`src/include/scs_pkg.sv`:
```
// Purpose: constants and types shared by the scan cycle sequencer
// Assumes: 50 MHz reference clock
// Notes:   times are kept in their own unit, cycle counts derive from them
`default_nettype none
package scs_pkg;
  localparam int unsigned CLK_MHZ       = 50;
  localparam int unsigned MS_CYC        = 1000 * CLK_MHZ;
  localparam int unsigned WDOG_MS       = 100;
  localparam int unsigned WDOG_CYC      = WDOG_MS * MS_CYC;
  localparam int unsigned OVH_US        = 300;
  localparam int unsigned OVH_CYC       = OVH_US * CLK_MHZ;
  localparam int unsigned HOSTA_CHAN_MS = 2;
  localparam int unsigned HOSTA_MIN_MS  = 2;
  localparam int unsigned HOSTB_BASE_MS = 5;
  localparam int unsigned HOSTB_CHAN_MS = 1;
  localparam int unsigned PROG_START    = 0;
  localparam int unsigned N_IO          = 8;
  localparam int unsigned PROG_DEPTH    = 16;

  // instruction opcodes: load, load inverted, and, store to output image
  localparam logic [1:0] OP_LD  = 2'h0;
  localparam logic [1:0] OP_LDN = 2'h1;
  localparam logic [1:0] OP_AND = 2'h2;
  localparam logic [1:0] OP_OUT = 2'h3;

  // gray along init -> common -> exec -> refresh -> bus -> console
  typedef enum logic [3:0] {
    ST_COPY    = 4'h0,
    ST_CLEAR   = 4'h1,
    ST_CHECK   = 4'h3,
    ST_COMMON  = 4'h2,
    ST_EXEC    = 4'h6,
    ST_REFRESH = 4'h7,
    ST_BUS     = 4'h5,
    ST_CONSOLE = 4'h4,
    ST_HALT    = 4'hC
  } scs_state_t;

  typedef struct packed {
    logic       host_b;
    logic [3:0] chan_count;
    logic [7:0] filter_val;
  } scs_cfg_t;
endpackage
`default_nettype wire

```
`src/hdl/scs_sequencer.sv`:
```
// Purpose: scan cycle sequencer of a small programmable controller
// Assumes: i_nv_data answers o_nv_addr in the same cycle; inputs synchronous
// Notes:   filter value counts reference clock cycles
`default_nettype none
// What this block does
// - power-up: copy program, clear state, check bus
// - then loop common, execute, refresh, bus, console
// - execute instructions from address 000 to end
// - refresh I/O in batch, only after execution
// - output image into buffer, buffer drives outputs
// - sample inputs into buffer, program reads buffer
// - bus phase exchanges data with remote bus
// - final phase grants console access
// - watchdog restarted in common processing
// - cycle over 100 ms halts the CPU
// - non-program phases total about 300 us
// - input before refresh reaches outputs next cycle
// - input after refresh waits one more cycle
// - inputs pass noise filter of set value
// - first host type: 2 ms per channel, min 2
// - second host type: 5 ms plus 1 ms/channel
module scs_sequencer #(
  parameter int unsigned N     = scs_pkg::N_IO,
  parameter int unsigned DEPTH = scs_pkg::PROG_DEPTH,
  parameter int unsigned P_MS_CYC   = scs_pkg::MS_CYC,
  parameter int unsigned P_WDOG_CYC = scs_pkg::WDOG_CYC,
  parameter int unsigned P_OVH_CYC  = scs_pkg::OVH_CYC,
  localparam int unsigned AW = $clog2(2 * N),
  localparam int unsigned PW = $clog2(DEPTH),
  localparam int unsigned IW = 2 + AW
) (
  input  wire logic             i_ref_clk,
  input  wire logic             i_reset,
  input  wire scs_pkg::scs_cfg_t i_cfg,
  input  wire logic [PW-1:0]    i_end_addr,
  input  wire logic [IW-1:0]    i_nv_data,
  input  wire logic             i_bus_ok,
  input  wire logic [N-1:0]     i_inputs,
  input  wire logic [N-1:0]     i_bus_in,
  input  wire logic             i_err_clear,
  output logic [PW-1:0]         o_nv_addr,
  output logic [PW-1:0]         o_exec_addr,
  output logic [N-1:0]          o_outputs,
  output logic [N-1:0]          o_bus_out,
  output logic                  o_bus_busy,
  output logic                  o_console_grant,
  output logic                  o_wdog_err,
  output logic                  o_init_err,
  output scs_pkg::scs_state_t   o_phase
);
  typedef struct packed {
    scs_pkg::scs_state_t     st;
    logic [DEPTH-1:0][IW-1:0] mem;
    logic [PW-1:0]           nv_addr;
    logic [PW-1:0]           pc;
    logic                    acc;
    logic [N-1:0]            out_img;
    logic [N-1:0]            out_buf;
    logic [N-1:0]            in_buf;
    logic [N-1:0]            bus_in_buf;
    logic [N-1:0]            bus_out;
    logic [N-1:0]            filt;
    logic [N-1:0][7:0]       filt_cnt;
    logic [31:0]             wdog;
    logic [31:0]             ovh;
    logic [31:0]             bus_cnt;
    logic                    bus_busy;
    logic                    grant;
    logic                    wdog_err;
    logic                    init_err;
  } scs_regs_t;

  scs_regs_t s_r;
  scs_regs_t s_nxt;

  function automatic logic [31:0] xfer_cycles(input scs_pkg::scs_cfg_t cfg);
    int unsigned ms;
    if (cfg.host_b) begin
      ms = scs_pkg::HOSTB_BASE_MS + scs_pkg::HOSTB_CHAN_MS * cfg.chan_count;
    end else begin
      ms = scs_pkg::HOSTA_CHAN_MS * cfg.chan_count;
      if (ms < scs_pkg::HOSTA_MIN_MS) begin
        ms = scs_pkg::HOSTA_MIN_MS;
      end
    end
    return 32'(ms * P_MS_CYC);
  endfunction

  logic [IW-1:0]    instr;
  logic [2*N-1:0]   src_bits;
  logic             running;

  assign instr    = s_r.mem[s_r.pc];
  assign src_bits = {s_r.bus_in_buf, s_r.in_buf};
  assign running  = !(s_r.st inside {scs_pkg::ST_COPY, scs_pkg::ST_CLEAR,
                                      scs_pkg::ST_CHECK, scs_pkg::ST_HALT});

  always_comb begin
    s_nxt      = s_r;
    s_nxt.wdog = s_r.wdog + 32'h1;
    if (s_r.st != scs_pkg::ST_EXEC) begin
      s_nxt.ovh = s_r.ovh + 32'h1;
    end
    // noise filter: a level must hold filter_val cycles before it is taken
    for (int i = 0; i < N; i++) begin
      if (i_inputs[i] == s_r.filt[i]) begin
        s_nxt.filt_cnt[i] = 8'h0;
      end else if (s_r.filt_cnt[i] >= i_cfg.filter_val) begin
        s_nxt.filt[i]     = i_inputs[i];
        s_nxt.filt_cnt[i] = 8'h0;
      end else begin
        s_nxt.filt_cnt[i] = s_r.filt_cnt[i] + 8'h1;
      end
    end
    // the remote transfer runs behind the scan so it does not stretch overhead
    if (s_r.bus_busy) begin
      s_nxt.bus_cnt = s_r.bus_cnt - 32'h1;
      if (s_r.bus_cnt <= 32'h1) begin
        s_nxt.bus_busy = 1'b0;
      end
    end
    case (s_r.st)
      scs_pkg::ST_COPY: begin
        s_nxt.mem[s_r.nv_addr] = i_nv_data;
        s_nxt.nv_addr          = s_r.nv_addr + PW'(1);
        if (s_r.nv_addr == PW'(DEPTH - 1)) begin
          s_nxt.st = scs_pkg::ST_CLEAR;
        end
      end
      scs_pkg::ST_CLEAR: begin
        s_nxt.acc        = 1'b0;
        s_nxt.out_img    = '0;
        s_nxt.out_buf    = '0;
        s_nxt.in_buf     = '0;
        s_nxt.bus_in_buf = '0;
        s_nxt.bus_out    = '0;
        s_nxt.filt       = '0;
        s_nxt.filt_cnt   = '0;
        s_nxt.bus_busy   = 1'b0;
        s_nxt.bus_cnt    = 32'h0;
        s_nxt.st         = scs_pkg::ST_CHECK;
      end
      scs_pkg::ST_CHECK: begin
        if (i_bus_ok) begin
          s_nxt.st = scs_pkg::ST_COMMON;
        end else begin
          s_nxt.init_err = 1'b1;
          s_nxt.st       = scs_pkg::ST_HALT;
        end
      end
      scs_pkg::ST_COMMON: begin
        s_nxt.wdog = 32'h0;
        s_nxt.ovh  = 32'h1;
        s_nxt.pc   = PW'(scs_pkg::PROG_START);
        s_nxt.st   = scs_pkg::ST_EXEC;
      end
      scs_pkg::ST_EXEC: begin
        case (instr[IW-1:AW])
          scs_pkg::OP_LD:  s_nxt.acc = src_bits[instr[AW-1:0]];
          scs_pkg::OP_LDN: s_nxt.acc = !src_bits[instr[AW-1:0]];
          scs_pkg::OP_AND: s_nxt.acc = s_r.acc & src_bits[instr[AW-1:0]];
          scs_pkg::OP_OUT: s_nxt.out_img[instr[AW-2:0]] = s_r.acc;
          default:         s_nxt.acc = s_r.acc;
        endcase
        if (s_r.pc == i_end_addr) begin
          s_nxt.st = scs_pkg::ST_REFRESH;
        end else begin
          s_nxt.pc = s_r.pc + PW'(1);
        end
      end
      scs_pkg::ST_REFRESH: begin
        // both buffers move in one cycle, so an input taken here shows
        // at the outputs one whole cycle later
        s_nxt.out_buf = s_r.out_img;
        s_nxt.in_buf  = s_r.filt;
        s_nxt.st      = scs_pkg::ST_BUS;
      end
      scs_pkg::ST_BUS: begin
        if (!s_r.bus_busy) begin
          s_nxt.bus_out    = s_r.out_buf;
          s_nxt.bus_in_buf = i_bus_in;
          s_nxt.bus_cnt    = xfer_cycles(i_cfg);
          s_nxt.bus_busy   = 1'b1;
        end
        s_nxt.st = scs_pkg::ST_CONSOLE;
      end
      scs_pkg::ST_CONSOLE: begin
        // console keeps the slot until the fixed overhead is used up
        if (s_r.ovh >= 32'(P_OVH_CYC - 1)) begin
          s_nxt.st = scs_pkg::ST_COMMON;
        end
      end
      scs_pkg::ST_HALT: begin
        if (i_err_clear) begin
          s_nxt.st       = scs_pkg::ST_COPY;
          s_nxt.nv_addr  = '0;
          s_nxt.wdog_err = 1'b0;
          s_nxt.init_err = 1'b0;
        end
      end
      default: s_nxt.st = scs_pkg::ST_HALT;
    endcase
    if (running && s_r.wdog >= 32'(P_WDOG_CYC)) begin
      s_nxt.st       = scs_pkg::ST_HALT;
      s_nxt.wdog_err = 1'b1;
    end
    s_nxt.grant = (s_nxt.st == scs_pkg::ST_CONSOLE);
  end

  always_ff @(posedge i_ref_clk) begin
    if (i_reset) begin
      s_r    <= '0;
      s_r.st <= scs_pkg::ST_COPY;
    end else begin
      s_r <= s_nxt;
    end
  end

  assign o_nv_addr       = s_r.nv_addr;
  assign o_exec_addr     = s_r.pc;
  assign o_outputs       = s_r.out_buf;
  assign o_bus_out       = s_r.bus_out;
  assign o_bus_busy      = s_r.bus_busy;
  assign o_console_grant = s_r.grant;
  assign o_wdog_err      = s_r.wdog_err;
  assign o_init_err      = s_r.init_err;
  assign o_phase         = s_r.st;
endmodule
`default_nettype wire

```
`config.mk`:
```
export PLATFORM = sky130hd
export DESIGN_NAME = scs_sequencer
export DESIGN_NICKNAME = d
export VERILOG_FILES = /design/src/include/scs_pkg.sv /design/src/hdl/scs_sequencer.sv
export SDC_FILE = /design/constraint.sdc
export NUM_CORES = 1
export LEC_CHECK = 0
export BUFFER_PORTS_ARGS = -buffer_cell sky130_fd_sc_hd__buf_4
export CORE_MARGIN = 5
export CORE_UTILIZATION = 62
export CTS_BUF_LIST = sky130_fd_sc_hd__clkbuf_8 sky130_fd_sc_hd__clkbuf_16
export DETAILED_ROUTE_END_ITERATION = 10
export PLACE_DENSITY = 0.8
export SETUP_SLACK_MARGIN = 0.05
export SYNTH_ARGS = -nofsm -noshare
export SYNTH_HDL_FRONTEND = slang
export SYNTH_SLANG_ARGS = --single-unit
```
`constraint.sdc`:
```
create_clock -name i_ref_clk -period 6.03 [get_ports i_ref_clk]
set_input_delay 1.206 -clock i_ref_clk [delete_from_list [all_inputs] [get_ports i_ref_clk]]
set_output_delay 1.206 -clock i_ref_clk [all_outputs]
set_load 0.02 [all_outputs]
```
==> reports/results.ini <==
[worst_hold_path]
min_path_type=reg -> reg
hold_depth=2

[yosys]
syn_area_per_cell_um2=9.16
syn_inst=1797
dominantRegCellSynth=dfxtp_1
synthTopCellsByCount=dfxtp_1 (321), nor2_1 (291), ha_1 (126)
seq_area_frac_synth_pct=39.1
ys_seq_elements=321
ys_types=66
synth_edf_count=0
synth_area_leaders=dfxtp_1 (39%), ha_1 (9.6%), nor2_1 (6.6%)
synth.most_common_cell=dfxtp_1
yosys_warnings=0
synth_top_area_share_pct=39.1
async_reset_ff_share_pct=0
synth_largest_area_cell=dfxtp_1
syn_area_um2=16500
syn-num-nets=1970

[cts]
clockBufferDepth=3
insertion_delay_ns=0.52
cts_setup_buffers=0
cts_max_level=2
ctsRootBufferMaster=clkbuf_16
post_cts_resized=0
path_clk_slew_ns=0.06
clock-sinks=321
cts_tree=yes
cts_hold_buf=0
cts_made_buffers=35

[die]
die_y_um=173
placementRows=59
die_width_um=173
core_um2=26100
io_pins=75
die_area_um2=29900
initial_core_util_pct=63.0

[timing]
tightest_slew_ns=1.05
maxSlewHeadroom_pct=30.1
fin_ws_ns=0.662
slew_violations=0
whs_ns=0.455
skew_ns=0.0158
finalHoldViolCount=0
rsz0062_at_grt=false
final.setup.tns_ns=0
max_clock_freq_ghz=0.186
setup_viol=0
min_period_ns=5.37
fin_crit_sh_pct=89.0

[finish]
antenna_cells=0
finalNetCount=1983
utilization_pct=69.2
drive_above_1_share_pct=9.44
area_delta_synth_final_pct=9.83

[setup_path]
crit_start=i_cfg[8]
endpoint_kind=register
arrival_ns=5.71
r2r_cells=10
cp.required_ns=6.37
rrSetupSlack_ns=2.32
crit_end=s_r[23]
r2r_end=s_r[212]
critPathLaunchType=input port
crit_fanout=6
r2r_start=o_exec_addr[0]
worst-setup-path-type=in -> reg

[global_route]
track_usage_pct=22.9
grt_pass1_vias=12200
overflow=0
antenna_found_initial=0
grt_max_degree=80
grt_first_pass_wirelength_um=59100

[place]
place_ws_ns=0.197
place.gp.congestion=0.823
hpwl_um=24600
io_buffers=74

[power]
power_leakage_nw=8.05
ir_drop_mv=0.168
powerDensity_nw_per_um2=257
power_w=0.00464

[outcome]
status=complete, no violations

[detailed_routing]
viasPerCell=5.78
wl_per_cell_um=16.3
wl_um=35400
drc=0
drtPass1Iterations=5
vias=12500
drtAntennaViolNets=0
drt_iter0_drc=769

[job]
max_cap_viol_count=0

-- metrics by stage --
stage | cells | area (um2)
after global routing | 2167 | 18100
after floorplan | 1797 | 16500
final | 2167 | 18100
after detailed placement | 2108 | 17000
after global placement | 2108 | 17000
after CTS | 2167 | 18100
-- power breakdown --
part | internal [W] | total (W) | switching (W)
Combinational | 0.000167 | 0.000403 | 0.000236
Clock | 0.00122 | 0.00207 | 0.000850
Sequential | 0.00215 | 0.00217 | 0.0000213
Total | 0.00353 | 0.00464 | 0.00111
-- registers in the layout, summed over array words and instances, names as in the netlist, 4 cells and up --
register and count:
o_bus_out 8, o_exec_addr 4, o_nv_addr 4, o_outputs 8
o_phase 4, s_r 289
-- worst min path at each step --
stage | endpoint | from | slack (ns)
finish | s_r[242] | s_r[242] | 0.46
global route | s_r[267] | s_r[267] | 0.48
CTS | s_r[264] | s_r[264] | 0.46
detailed placement | s_r[264] | s_r[264] | 0.45
global placement | s_r[263] | s_r[263] | 0.44
floorplan | s_r[124] | s_r[124] | 0.43
-- layer usage --
layer,share of wire (%),vias to the layer above,wire length (um),track usage [%]
met5,0,-,0,0
met1,45,6009,15800,29.6
met2,49,256,17300,40.0
met3,4.5,58,1580,3.97
li1,-,6209,-,-
met4,1.9,0,671,6.02
-- kinds of logic (layout without fill, tap and decap cells) --
family,after synthesis,count (layout),share of synthesized area [%]
flops,321,321,39.1
buf+inv,177,212,4.90
fa+ha+maj,130,130,10.1
simple gates,649,649,18.1
compound gates,231,231,9.04
mux,133,133,10.6
xor+xnor,156,156,8.30
-- layout make-up --
| type | instances | area, um2 |
|---|---|---|
| inverters | 70 | 263 |
| fillers | 2031 | 8060 |
| clock buffers | 40 | 956 |
| flip-flops and latches | 321 | 6430 |
| repair buffers | 83 | 623 |
| multi-input cells | 1299 | 9230 |
| well taps | 335 | 419 |
| clock inverters | 19 | 153 |
-- cell usage in the layout (no fill, tap or decap), types with 4 or more instances in the layout --
master / n
dfxtp_1: 321
nor2_1: 291
ha_1: 126
nand2_1: 108
xor2_1: 100
mux2i_1: 98
nand3_1: 91
buf_4: 83
inv_1: 78
a21oi_1: 70
xnor2_1: 56
o21ai_0: 39
a21o_1: 38
clkbuf_16: 36
and3_1: 33
a22oi_1: 24
mux4_2: 22
nand4_1: 22
or3_1: 19
nor3_1: 16
nor4_1: 15
nand2b_1: 14
a22o_1: 14
o22ai_1: 11
nor2b_1: 9
and2_1: 6
clkinv_2: 6
nand3b_1: 5
mux4_1: 5
o21ai_1: 4
or4_1: 4
nor3b_1: 4
fa_1: 4
clkbuf_8: 4
-- worst max-delay path: stages --
cell      delay [ns]
buf_4           0.13
ha_1            0.23
xnor2_1         0.13
a21oi_1         0.29
inv_1           0.14
ha_1            0.23
ha_1            0.27
ha_1            0.28
inv_1           0.05
fa_1            0.48
inv_1           0.07
ha_1            0.16
inv_1           0.05
fa_1            0.39
nor2b_1         0.12
o21ai_0         0.13
a21boi_0        0.27
o21ai_0         0.14
a21boi_0        0.33
o21ai_0         0.16
a21oi_1         0.20
xnor2_1         0.14
o22ai_1         0.09
Power figures use the tool's default switching activity.
